[src/core/gstc_pkg.sv]
// Package with register map, field positions, encodings and timing constants for the timer.
package gstc_pkg;

  // ----------------------------------------------------------------
  // Register offsets
  // ----------------------------------------------------------------
  localparam logic [11:0] GSTC_OFF_COUNT_LOW = 12'h000;
  localparam logic [11:0] GSTC_OFF_COUNT_HIGH = 12'h004;
  localparam logic [11:0] GSTC_OFF_TIMER_CTRL = 12'h008;
  localparam logic [11:0] GSTC_OFF_GATE_CTRL = 12'h00C;
  localparam logic [11:0] GSTC_OFF_STATUS = 12'h010;

  // ----------------------------------------------------------------
  // Field positions
  // ----------------------------------------------------------------
  localparam int GSTC_CTRL_ON_BIT = 0;
  localparam int GSTC_CTRL_SYNC_N_BIT = 2;
  localparam int GSTC_CTRL_PRE_LSB = 4;
  localparam int GSTC_CTRL_SRC_LSB = 6;
  localparam int GSTC_GATE_EN_BIT = 7;
  localparam int GSTC_GATE_POL_BIT = 6;
  localparam int GSTC_GATE_SEL_LSB = 0;

  // ----------------------------------------------------------------
  // Reset values
  // ----------------------------------------------------------------
  localparam logic [7:0] GSTC_CTRL_RESET = 8'h00;
  localparam logic [7:0] GSTC_GATE_RESET = 8'h00;
  localparam logic [15:0] GSTC_COUNT_RESET = 16'h0000;

  // ----------------------------------------------------------------
  // Clock source encodings and timing
  // ----------------------------------------------------------------
  typedef enum logic [1:0] {
    GSTC_SRC_INSTR = 2'h0,
    GSTC_SRC_SYSOSC = 2'h1,
    GSTC_SRC_EXTPIN = 2'h2,
    GSTC_SRC_LFOSC = 2'h3
  } gstc_src_t;

  localparam int GSTC_INSTR_DIV = 4;
  localparam logic [15:0] GSTC_SYSOSC_STEP = 16'h0004;
  localparam int GSTC_LFOSC_DIV_DEFAULT = 1600;

endpackage : gstc_pkg

[src/core/gstc_sync.sv]
// Two flip-flop synchroniser for pin inputs.
`timescale 1ns/1ps
module gstc_sync
  import gstc_pkg::*;
#(
  parameter int WIDTH = 1
)(
  input wire logic pclk,
  input wire logic presetn,
  input wire logic clk_en,
  input wire logic [WIDTH-1:0] async_i,
  output logic [WIDTH-1:0] sync_o
);

  logic [WIDTH-1:0] meta_q;

  always_ff @(posedge pclk or negedge presetn)
  begin
    if (!presetn)
    begin
      meta_q <= '0;
      sync_o <= '0;
    end
    else if (clk_en)
    begin
      meta_q <= async_i;
      sync_o <= meta_q;
    end
  end

endmodule : gstc_sync

[src/core/gstc_tick.sv]
// Free-running divider that produces one-cycle ticks for internal count sources.
`timescale 1ns/1ps
module gstc_tick
  import gstc_pkg::*;
#(
  parameter int LF_DIV = GSTC_LFOSC_DIV_DEFAULT
)(
  input wire logic pclk,
  input wire logic presetn,
  input wire logic clk_en,
  output logic instr_tick,
  output logic lf_tick
);

  logic [1:0] q_cnt_q;
  logic [$clog2(LF_DIV+1)-1:0] lf_cnt_q;
  wire lf_wrap = (lf_cnt_q == ($clog2(LF_DIV+1))'(LF_DIV - 1));

  always_ff @(posedge pclk or negedge presetn)
  begin
    if (!presetn)
    begin
      q_cnt_q <= 2'h0;
      lf_cnt_q <= '0;
      instr_tick <= 1'b0;
      lf_tick <= 1'b0;
    end
    else if (clk_en)
    begin
      q_cnt_q <= q_cnt_q + 2'h1;
      instr_tick <= (q_cnt_q == 2'(GSTC_INSTR_DIV - 1));
      lf_cnt_q <= lf_wrap ? '0 : lf_cnt_q + 1'b1;
      lf_tick <= lf_wrap;
    end
  end

endmodule : gstc_tick

[src/core/gstc_timer.sv]
// Gated sixteen-bit timer and counter with an APB register interface.
`timescale 1ns/1ps

// Contract
// - Sixteen-bit up-counter read as two bytes.
// - Byte write replaces that counter byte at once.
// - On bit off stops; gate enable gates.
// - Select: 11 slow, 10 pin, 01 system.
// - Internal sources pass through the prescaler.
// - System source adds four per instruction.
// - External mode counts pin rising edges.
// - Pin count synchronised or raw selectable.
// - Falling edge needed before first rising.
// - Gate from pin or either comparator.
module gstc_timer
  import gstc_pkg::*;
#(
  parameter int LF_DIV = GSTC_LFOSC_DIV_DEFAULT
)(
  input wire logic pclk,
  input wire logic presetn,
  input wire logic clk_en,
  input wire logic psel,
  input wire logic penable,
  input wire logic pwrite,
  input wire logic [11:0] paddr,
  input wire logic [31:0] pwdata,
  output logic [31:0] prdata,
  output logic pready,
  output logic pslverr,
  input wire logic ext_count_pin,
  input wire logic gate_pin,
  input wire logic comp1_out,
  input wire logic comp2_out,
  output logic [15:0] count_o
);

  // ----------------------------------------------------------------
  // Input synchronisers
  // ----------------------------------------------------------------
  logic [3:0] pins_s;
  gstc_sync #(.WIDTH(4)) u_sync (
    .pclk(pclk),
    .presetn(presetn),
    .clk_en(clk_en),
    .async_i({comp2_out, comp1_out, gate_pin, ext_count_pin}),
    .sync_o(pins_s)
  );

  logic instr_tick;
  logic lf_tick;
  gstc_tick #(.LF_DIV(LF_DIV)) u_tick (
    .pclk(pclk),
    .presetn(presetn),
    .clk_en(clk_en),
    .instr_tick(instr_tick),
    .lf_tick(lf_tick)
  );

  // ----------------------------------------------------------------
  // Registers
  // ----------------------------------------------------------------
  logic [7:0] timer_control_reg_q;
  logic [7:0] gate_control_reg_q;
  logic [15:0] count_q;
  logic [15:0] count_d;
  logic [2:0] pre_cnt_q;
  logic [2:0] pre_cnt_d;
  logic pin_prev_q;
  logic armed_q;
  logic armed_d;
  logic raw_pin_q;

  wire timer_on_bit = timer_control_reg_q[GSTC_CTRL_ON_BIT];
  wire sync_n_bit = timer_control_reg_q[GSTC_CTRL_SYNC_N_BIT];
  wire [1:0] pre_sel = timer_control_reg_q[GSTC_CTRL_PRE_LSB +: 2];
  wire gstc_src_t source_select_field = gstc_src_t'(timer_control_reg_q[GSTC_CTRL_SRC_LSB +: 2]);
  wire gate_enable_bit = gate_control_reg_q[GSTC_GATE_EN_BIT];
  wire gate_pol = gate_control_reg_q[GSTC_GATE_POL_BIT];
  wire [1:0] gate_sel = gate_control_reg_q[GSTC_GATE_SEL_LSB +: 2];

  // ----------------------------------------------------------------
  // APB decode
  // ----------------------------------------------------------------
  wire acc = psel && penable && clk_en;
  wire wr = acc && pwrite;
  wire hit_lo = (paddr == GSTC_OFF_COUNT_LOW);
  wire hit_hi = (paddr == GSTC_OFF_COUNT_HIGH);
  wire hit_tc = (paddr == GSTC_OFF_TIMER_CTRL);
  wire hit_gc = (paddr == GSTC_OFF_GATE_CTRL);
  wire hit_st = (paddr == GSTC_OFF_STATUS);
  wire hit_any = hit_lo || hit_hi || hit_tc || hit_gc || hit_st;
  wire wr_lo = wr && hit_lo;
  wire wr_hi = wr && hit_hi;
  wire wr_count = wr_lo || wr_hi;

  // ----------------------------------------------------------------
  // Gate and enable
  // ----------------------------------------------------------------
  wire gate_src = (gate_sel == 2'h1) ? pins_s[1] :
                  (gate_sel == 2'h2) ? pins_s[3] : pins_s[2];
  wire gate_open = gate_src ^ gate_pol;
  wire run = timer_on_bit && (!gate_enable_bit || gate_open);

  // ----------------------------------------------------------------
  // Count source and prescaler
  // ----------------------------------------------------------------
  wire pin_cur = sync_n_bit ? raw_pin_q : pins_s[0];
  wire pin_rise = pin_cur && !pin_prev_q;
  wire pin_fall = !pin_cur && pin_prev_q;
  wire is_ext = (source_select_field == GSTC_SRC_EXTPIN);
  wire src_tick = (source_select_field == GSTC_SRC_LFOSC) ? lf_tick :
                  (source_select_field == GSTC_SRC_SYSOSC) ? instr_tick :
                  (source_select_field == GSTC_SRC_INSTR) ? instr_tick :
                  (pin_rise && armed_q);
  wire [2:0] pre_max = 3'((1 << pre_sel) - 1);
  wire pre_wrap = (pre_cnt_q >= pre_max);
  wire inc = run && src_tick && pre_wrap;
  wire [15:0] step = (source_select_field == GSTC_SRC_SYSOSC) ? GSTC_SYSOSC_STEP : 16'h0001;

  always_comb
  begin
    count_d = count_q;
    pre_cnt_d = pre_cnt_q;
    if (run && src_tick)
    begin
      pre_cnt_d = pre_wrap ? 3'h0 : pre_cnt_q + 3'h1;
    end
    if (inc)
    begin
      count_d = count_q + step;
    end
    if (wr_lo)
    begin
      count_d[7:0] = pwdata[7:0];
    end
    if (wr_hi)
    begin
      count_d[15:8] = pwdata[7:0];
    end
  end

  always_comb
  begin
    armed_d = armed_q;
    if (pin_fall)
    begin
      armed_d = 1'b1;
    end
    if (wr_count || !timer_on_bit || !is_ext)
    begin
      armed_d = 1'b0;
    end
  end

  // ----------------------------------------------------------------
  // Raw pin sample for the unsynchronised mode
  // ----------------------------------------------------------------
  always_ff @(posedge pclk or negedge presetn)
  begin
    if (!presetn)
      raw_pin_q <= 1'b0;
    else if (clk_en)
      raw_pin_q <= ext_count_pin;
  end

  always_ff @(posedge pclk or negedge presetn)
  begin
    if (!presetn)
    begin
      count_q <= GSTC_COUNT_RESET;
      pre_cnt_q <= 3'h0;
      pin_prev_q <= 1'b0;
      armed_q <= 1'b0;
    end
    else if (clk_en)
    begin
      count_q <= count_d;
      pre_cnt_q <= wr_count ? 3'h0 : pre_cnt_d;
      pin_prev_q <= pin_cur;
      armed_q <= armed_d;
    end
  end

  always_ff @(posedge pclk or negedge presetn)
  begin
    if (!presetn)
    begin
      timer_control_reg_q <= GSTC_CTRL_RESET;
      gate_control_reg_q <= GSTC_GATE_RESET;
    end
    else if (clk_en)
    begin
      if (wr && hit_tc)
        timer_control_reg_q <= pwdata[7:0];
      if (wr && hit_gc)
        gate_control_reg_q <= pwdata[7:0];
    end
  end

  // ----------------------------------------------------------------
  // Read data and response
  // ----------------------------------------------------------------
  wire [7:0] status_v = {5'h00, armed_q, gate_open, run};
  wire [7:0] rd_byte = hit_lo ? count_q[7:0] :
                       hit_hi ? count_q[15:8] :
                       hit_tc ? timer_control_reg_q :
                       hit_gc ? gate_control_reg_q :
                       hit_st ? status_v : 8'h00;

  always_ff @(posedge pclk or negedge presetn)
  begin
    if (!presetn)
    begin
      prdata <= 32'h00000000;
      pready <= 1'b0;
      pslverr <= 1'b0;
      count_o <= GSTC_COUNT_RESET;
    end
    else if (clk_en)
    begin
      pready <= psel && !penable;
      pslverr <= psel && !penable && !hit_any;
      prdata <= {24'h000000, rd_byte};
      count_o <= count_d;
    end
  end
endmodule : gstc_timer

[config.mk]
export PLATFORM = sky130hd
export DESIGN_NAME = gstc_timer
export DESIGN_NICKNAME = d
export VERILOG_FILES = /design/src/core/gstc_pkg.sv /design/src/core/gstc_sync.sv /design/src/core/gstc_tick.sv /design/src/core/gstc_timer.sv
export SDC_FILE = /design/constraint.sdc
export NUM_CORES = 1
export LEC_CHECK = 0
export ABC_AREA = 1
export BUFFER_PORTS_ARGS = -buffer_cell sky130_fd_sc_hd__buf_2
export CORE_MARGIN = 1
export CORE_UTILIZATION = 55
export DETAILED_ROUTE_END_ITERATION = 8
export GPL_TIMING_DRIVEN = 0
export PLACE_DENSITY = 0.93
export SLEW_MARGIN = 20
export SYNTH_ARGS = -nofsm -noshare
export SYNTH_HDL_FRONTEND = slang
export SYNTH_SLANG_ARGS = --single-unit
[constraint.sdc]
create_clock -name pclk -period 2.5 [get_ports pclk]
set_input_delay 0.125 -clock pclk [delete_from_list [all_inputs] [get_ports pclk]]
set_output_delay 0.125 -clock pclk [all_outputs]
set_load 0.01 [all_outputs]
==> metrics list, run 1 <==
- The run finished with clean final reports.
- Top-count cell post-synth: sky130_fd_sc_hd__nand2_1
- At the later pin of the worst-skew pair, clock insertion delay measures 0.35 ns.
- Top Ports: 104
- Root buffer selected by CTS: sky130_fd_sc_hd__clkbuf_8
- Internal power component: 0.00192 W
* Post-synthesis xor/xnor area fraction: 3.16%
* Hold endpoint: pready
- Total setup violations reported at the end of the flow: 0
- Routed wire length per instance: 14.6 um
- 0 antenna diodes ended up in the layout.
- Post-synthesis to final-layout area growth: 17.3%
- After layout, the minimum clock period comes to 2.07 ns.
* Pin count of the biggest net entering global routing: 43
* Global-route wire length before repair: 19100 um
- Synth cell types: 43
- The synthesized design contains 0 enable-type register cells.
* Cell repeated most along the worst path: sky130_fd_sc_hd__nand2_1
- All-Layer GR Usage: 29.1%
* Residual overflow from global routing: 0
* Critical path endpoint category: flop
- Top cells by area, synth: sky130_fd_sc_hd__dfrtp_1 (40%), sky130_fd_sc_hd__nand2_1 (16%), sky130_fd_sc_hd__inv_1 (5.3%)
- Top cell types by occurrence after synthesis: sky130_fd_sc_hd__nand2_1 (190), sky130_fd_sc_hd__dfrtp_1 (70), sky130_fd_sc_hd__inv_1 (63)
- Post-CTS timing repair inserted 0 buffers for setup.
- Sequential area share after synthesis: 39.5%
* Power share of the combinational group: 17.7%
- In the detailed route, the total length drawn on met3 is 992 um.
- The number of cells on the worst reg-to-reg path is 13.
- H-tree levels: 3
* Number of gates given a new drive strength after cts: 0
- Hold Crit Class: input pin to flop
- For the worst setup path, the data arrival time is 2.31 ns.
- In this run the cell area measured after placement is 4940 um2.
- Setup total negative slack on the finished layout was measured at 0 ns.
- Final Skew: 0.00624 ns
* Max FO, Critical Path: 4
* Num CTS Buffers: 9
* Drt initial violations: 397
- After Yosys synthesis, and, or, nand and nor cells account for 34.0% of the synthesized area.
* Share of total power in sequential cells: 47.9%
- Routed vias/inst: 5.30
* Max stage delay on crit path: 0.43 ns
* Net count reported at finish: 740
- Across all register-to-register paths, the minimum setup slack is 0.43 ns.
* Fraction of layout instances using a drive strength above 1: 21.7%
- Maximum frequency from static timing analysis: 484 MHz
* Number of input and output port buffers inserted: 55
* Placement row count: 32
- Post-synthesis share of cell area spent on full adders, half adders and majority gates: 2.54%
- In the final routing, the length of wire on met1 measures 4710 um.
- In this run, the clock network consumes 34.4% of the power.
- Yosys printed 0 warnings.
* Reported leakage power: 2.84 nW
* Hold Path Origin: penable
- Die area: 8420 um2
- Counting instances, the worst hold path has a depth of 2.
- Setup repair after global routing left no endpoint under its margin.
- After detailed routing, the number of remaining DRC violations is 0.
- TritonCTS built the clock tree.
- Sw Share: 31.0%
- Relative slew margins: 61.9%
* Number of global-route vias before repair: 4068
- Synth Register Bits: 70
- On the final layout, the worst hold slack is 0.0350 ns.
- The critical path goes through nor2_1, inv_1, ha_1, ha_1, nand3_1, nand2_1, nand2_1, nor2_1, xor2_1, nand2_1, nand2_1, nand3_1, nand2_1.
- Post-synthesis async set-or-reset flop share: 100%
- Final critical-path share of the clock period: 82.7%
- Routed signal wires occupy layers up through met4.
- The synthesized design devotes to its leading area cell type 39.5% of total area.
- Clock transition at path regs: 0.08 ns
- Post-synthesis area per instance: 7.62 um2
- The max-slew violation total from the final report was 0.
- Gate family responsible for the most delay along the worst path: simple AND/OR/NAND/NOR gates
- Power per standard cell area: 535 nW/um2
- At the end of routability-driven placement, the weighted congestion stood at 0.941.
- In this run the critical register-to-register path is captured at count_q[10].
- Post-detailed-route count of antenna-violating nets: 0
* Number of instances in the synthesized netlist: 582
* Area of the mapped netlist: 4430 um2
* Met2 wire length: 5410 um
- NetSw: 0.000863 W
- Maximum buffer depth of the clock tree: 2
- Main combinational cell family by area after synthesis: simple AND/OR/NAND/NOR gates
- The finished cells cover 5200 um2.
- Summed over all nets, the half-perimeter wirelength after detailed placement is 8890 um.
- In this run the critical register-to-register path is launched from timer_control_reg_q[7].
* Slowest stage cell on the critical path: sky130_fd_sc_hd__dfrtp_1
- Die Span Y: 91.8 um
* CTS Sinks: 70
* Compound-gate portion of the synthesized area: 8.52%
- Core outline area: 7770 um2
- Critical Setup Path Class: flop to flop
- Count of endpoints failing hold in the final timing report: 0
- Antenna violations before repair: 0
- Counting both buffers and inverters, the worst setup path holds a total of 1.
* Die width: 91.8 um
- Via count: 4155
* TritonRoute pass-1 iters: 7
- For this run, the leading register cell type out of synthesis is sky130_fd_sc_hd__dfrtp_1.
- The initial utilization of the core area, before any placement, comes to 57.1%.
- Multiplexer share of the synthesized area: 0%
- For the pin with the worst max-slew slack, the measured transition is 0.572 ns.
* Worst VDD drop: 0.000380 V
- The routed design has 11500 um of wire.
- Critical path required time: 2.74 ns
- The worst setup path is launched from a flop.
* Maximum capacitance violations: 0
- Of all cell types, the one taking the most synthesized area is sky130_fd_sc_hd__dfrtp_1.
routing by layer:
| layer | GRT usage, % | vias to the layer above |
|---|---|---|
| met5 | 0 | - |
| met4 | 13.7 | 0 |
| met3 | 5.89 | 28 |
| met2 | 47.2 | 209 |
| met1 | 37.4 | 1916 |
| li1 | - | 2002 |
flip-flops by register name, indices dropped and copies added (netlist names):
register / count
u_tick.lf_cnt_q: 11
count_q: 16
timer_control_reg_q: 8
u_tick.instr_tick: 1
u_sync.meta_q: 4
pre_cnt_q: 3
armed_q: 1
gate_control_reg_q: 8
u_sync.sync_o: 4
prdata: 8
u_tick.q_cnt_q: 2
pslverr: 1
pready: 1
u_tick.lf_tick: 1
pin_prev_q: 1
what timing repair did:
item / in CTS / in global routing
hold buffers: 5 / 0
setup endpoints to repair: 0 / 0
endpoints found under the hold margin: 32 / 0
cells in the final DEF (no fill, tap or decap), types with 9 or more instances in the layout:
cell type / Yosys / routed
sky130_fd_sc_hd__nand3_1: 46 / 46
sky130_fd_sc_hd__nand2_1: 190 / 190
sky130_fd_sc_hd__o21ai_1: 9 / 9
sky130_fd_sc_hd__buf_4: 24 / 25
sky130_fd_sc_hd__xor2_1: 11 / 11
sky130_fd_sc_hd__a21oi_1: 9 / 9
sky130_fd_sc_hd__inv_1: 63 / 63
sky130_fd_sc_hd__o21ai_0: 43 / 43
sky130_fd_sc_hd__dfrtp_1: 70 / 70
sky130_fd_sc_hd__buf_2: 3 / 57
sky130_fd_sc_hd__conb_1: 1 / 24
sky130_fd_sc_hd__ha_1: 9 / 9
sky130_fd_sc_hd__clkbuf_8: 2 / 12
sky130_fd_sc_hd__nor2_1: 21 / 21
worst max path at each step:
stage	start	depth (start not counted)	end
floorplan	timer_control_reg_q[7]	13	count_q[14]
global placement	timer_control_reg_q[7]	13	count_q[14]
detailed placement	timer_control_reg_q[7]	13	count_q[10]
CTS	timer_control_reg_q[7]	13	count_q[10]
global route	timer_control_reg_q[6]	14	count_q[14]
finish	timer_control_reg_q[7]	13	count_q[10]
worst reg2reg max path, cell delays in order (launching register included):
cell and delay [ns]:
sky130_fd_sc_hd__dfrtp_1 0.43, sky130_fd_sc_hd__nor2_1 0.21, sky130_fd_sc_hd__inv_1 0.08, sky130_fd_sc_hd__ha_1 0.21, sky130_fd_sc_hd__ha_1 0.22, sky130_fd_sc_hd__nand3_1 0.10, sky130_fd_sc_hd__nand2_1 0.12, sky130_fd_sc_hd__nand2_1 0.14
sky130_fd_sc_hd__nor2_1 0.06, sky130_fd_sc_hd__xor2_1 0.14, sky130_fd_sc_hd__nand2_1 0.06, sky130_fd_sc_hd__nand2_1 0.05, sky130_fd_sc_hd__nand3_1 0.07, sky130_fd_sc_hd__nand2_1 0.07
stage by stage:
stage	util (%)	power, W	worst slack, ns	cells
finish	67.0	0.00278	0.432	784
global route	67.0	0.00293	0.283	784
CTS	67.0	0.00279	0.496	784
detailed placement	63.7	0.00183	0.501	763
global placement	63.4	0.00178	0.517	762
floorplan	-	0.00166	0.760	605
power groups by stage:
stage	logic, W	registers, W	clock network, W
finish	0.000493	0.00133	0.000955
global route	0.000557	0.00135	0.00102
CTS	0.000491	0.00133	0.000966
detailed placement	0.000478	0.00135	0
global placement	0.000438	0.00134	0
floorplan	0.000326	0.00134	0
cell families after synthesis:
| kind of cell | after synthesis |
|---|---|
| AO/OA/AOI/OAI | 70 |
| buffers and inverters | 106 |
| XOR/XNOR | 16 |
| other | 1 |
| AND/OR/NAND/NOR | 310 |
| flip-flops | 70 |
| adder cells (fa/ha/maj) | 9 |
cell type report:
cell class	instances	area [um2]
buffer	37	275
tap	102	128
sequential	70	1750
clock buffer	10	138
multi-input combinational	429	2230
fill	655	2570
clock inverter	6	68.8
timing repair buffer	61	348
inverter	69	267
Note: power is estimated with default switching activity, not from simulation.
==> run 2: changes to the inputs <==
CORE_UTILIZATION = 49   (was 55)
PLACE_DENSITY = 0.89   (was 0.93)
clock period = 1.65 ns   (was 2.5 ns; I/O delays follow)
==> run 2 against run 1 <==
Compared with the run above:
- the run now ends with negative setup slack left
- power up 60%
- clock-buffer cell count is the same
- clock skew increased by 0.0073 ns
- sequential share of layout area decreased by 2.5 points
- worst hold slack got worse by 0.020 ns
- final cell count rose by 3.6%
- via count increased by 6.0%
- fmax increased by 8.6%
- critical path type unchanged
- critical endpoint is now count_q[1]
- highest routed layer unchanged
==> metrics list, run 2 (synthesis gave the netlist of run 1 again) <==
- The number of fillers in the final layout is 714 (+9.0%).
* Routed vias/inst: 5.42 (+2.3%)
* Post-route setup slack: -0.254 ns (-0.686 ns)
* Routed wire length per instance: 15.3 um (+4.8%)
- The clock tree skew after final layout is 0.0136 ns (+0.00732 ns).
- The routed via count is 4403 (+6.0%).
- Cell area after layout: 5620 um2 (+8.1%)
* Root buffer selected by CTS: sky130_fd_sc_hd__clkbuf_8
- The cell area power density was 791 nW/um2 (+48%).
- Fraction of layout instances using a drive strength above 1: 28.8% (+7.1 points)
* Antenna violations before repair: 0 (unchanged)
* Number of flip-flops under the largest register name: 16 (unchanged)
- Setup repair after global routing could not meet its margin everywhere.
- The die span in y is 97.1 um (+5.8%).
* Number of input and output port buffers inserted: 55 (unchanged)
- Die area: 9430 um2 (+12%)
* Reported leakage power: 2.96 nW (+4.1%)
- Max FO, Critical Path: 9 (+5)
* Top Ports: 104 (unchanged)
- Critical path required time: 1.91 ns (-0.83 ns)
* Core outline area: 8720 um2 (+12%)
* Kind of start point of the critical path: flop
- The flow ran to the end, but the final reports show violations.
- TritonRoute pass-1 iters: 5 (-2)
- Clock transition at path regs: 0.09 ns (about the same)
* Final number of max-transition violations: 0 (unchanged)
- The peak supply drop was 0.000391 V (+2.7%).
- The total number of clock tree sinks is 70 (unchanged).
* Relative slew margins: 56.3% (-5.6 points)
- Worst endpoint data arrival time: 2.16 ns (-0.15 ns)
* Placement row count: 34 (+6.3%)
- Hold Path Origin: pwdata[6]
* Total power of the final layout: 0.00445 W (+60%)
* Initial standard-cell utilization of the core: 50.8% (-6.2 points)
- The post-detailed-route count of antenna-violating nets was 0 (unchanged).
- The violation count after the first detailed-routing iteration came to 382 (-3.8%).
* Global-route wire length before repair: 20300 um (+6.4%)
- The highest clock rate came to 525 MHz (+8.6%).
- The checks that failed: negative setup slack.
- Post-synthesis to final-layout area growth: 26.9%
- Antenna diode instance count: 0 (unchanged)
- Top library cells by usage in the layout, fill and taps aside: sky130_fd_sc_hd__nand2_1 (182), sky130_fd_sc_hd__dfrtp_1 (69), sky130_fd_sc_hd__inv_1 (60), sky130_fd_sc_hd__buf_2 (57), sky130_fd_sc_hd__buf_4 (44)
* Most flop-heavy register: count_q
* Maximum buffer depth of the clock tree: 2 (unchanged)
- Clock period minus final worst setup slack: 1.90 ns (-0.164 ns)
- In this run the critical register-to-register path is launched from timer_control_reg_q[5].
- The largest net degree at the start of global routing is 48 (+12%).
- The actual transition at the worst max-transition pin was 0.656 ns (+0.0839 ns).
* Num CTS Buffers: 9 (unchanged)
* Pre-CTS WS: -0.310 ns (-0.811 ns)
* H-tree levels: 3 (unchanged)
- The critical path's largest stage delay is 0.44 ns (about the same).
- The number of remaining DRC errors is 0 (unchanged).
- The weighted congestion reported at the end of routability-driven placement was 0.957 (+1.7%).
- Final core utilization: 64.5% (-2.5 points)
- The portion of the clock cycle consumed by the worst path in the final layout is 115% (+33 points).
* Insertion delay to the later sink of the worst-skew pair: 0.37 ns (+0.02 ns)
- The count of endpoints failing hold in the final timing report is 0 (unchanged).
* Critical path endpoint category: flop
- The largest registers in the layout are count_q: 16 flops, u_tick.lf_cnt_q: 11 flops.
* Die width: 97.1 um (+5.8%)
- The number of global-route vias before repair was 4219 (+3.7%).
* Most common library cell in the layout ignoring fill and taps: sky130_fd_sc_hd__nand2_1
- The path class of the tightest hold or removal check is input pin to flop.
- The placed cell area is 4980 um2 (+0.81%).
- The overflow left after global routing is 0 (unchanged).
- The final wirelength came to 12500 um (+8.6%).
* Critical path startpoint: timer_control_reg_q[5]
- The number of max-capacitance violations reported was 0 (unchanged).
- Slowest stage cell on the critical path: sky130_fd_sc_hd__dfrtp_1
- The half-perimeter wire length of the detailed placement result was 8680 um (-2.4%).
- All-Layer GR Usage: 26.7% (-2.4 points)
- Total setup violations reported at the end of the flow: 19 (+19)
- Fin Hold WS: 0.0147 ns (-0.0204 ns)
- Crit path cell chain: nand2_2, ha_4, nand2_2, o211ai_1, nand4_2, nand2_4, nand2_4, nand2_1, nand2_1
- TritonCTS built the clock tree.
* Critical Setup Path Class: flop to flop
* Net count reported at finish: 762 (+3.0%)
## run 2: cell count changes in the layout (fill, tap and decap cells not counted), sizes merged
cell	delta
buf	+20
bufinv	+1
dlygate4sd3	+2
inv	-1
## run 2: path summary, 6_finish.rpt
check	to	slack (ns)	depth (start not counted)
worst max-delay path	count_q[1]	-0.25	9
max in group asynchronous	timer_control_reg_q[4]	0.90	3
worst min register to register	u_sync.meta_q[1]	0.48	2
worst min-delay path	timer_control_reg_q[6]	0.01	3
worst max register to register	count_q[1]	-0.25	9
min in group asynchronous	pre_cnt_q[1]	0.16	2
## run 2: per-layer routing
layer  up-vias  track usage (%)  wire length (um)
li1       2040                -                 -
met1      2092             35.7              5180
met2       228             42.6              5970
met3        43             4.46               887
met4         0             12.3               418
met5         -                0                 0
## run 2: area by class of cell
| cell class | instances | area (um2) | share of cell area, % |
|---|---|---|---|
| inverters | 69 | 269 | 4.78 |
| clock inverters | 6 | 93.8 | 1.67 |
| multi-input cells | 429 | 2420 | 43.1 |
| well taps | 108 | 135 | 2.40 |
| clock buffers | 10 | 138 | 2.45 |
| repair buffers | 83 | 538 | 9.57 |
| plain buffers | 37 | 275 | 4.89 |
| flip-flops and latches | 70 | 1750 | 31.2 |
## run 2: power by group
group / internal [W] / switching [W]
sequential: 0.00189 / 0.000136
clock: 0.000903 / 0.000727
combinational: 0.000297 / 0.000497
## run 2: what timing repair did
item | 4_1_cts | 5_1_grt
endpoints found under the setup margin | 18 | 20
resized for setup | 21 | 17
endpoints found under the hold margin | 76 | 0
hold buffers | 7 | 0
pin swaps | 19 | 17
buffers inserted | 10 | 10
## run 2: stage by stage
step | setup TNS [ns] | cells
floorplan | -0.0369 | 605
global placement | -3.79 | 768
detailed placement | -5.11 | 769
CTS | -2.62 | 802
global route | -5.54 | 812
finish | -3.71 | 812
## run 2: worst max-delay path: cells and delay by family (launching register included)
family	cells	cell delay, ns
flip-flops	1	0.44
AO/OA/AOI/OAI	1	0.26
adder cells (fa/ha/maj)	1	0.29
AND/OR/NAND/NOR	7	0.81
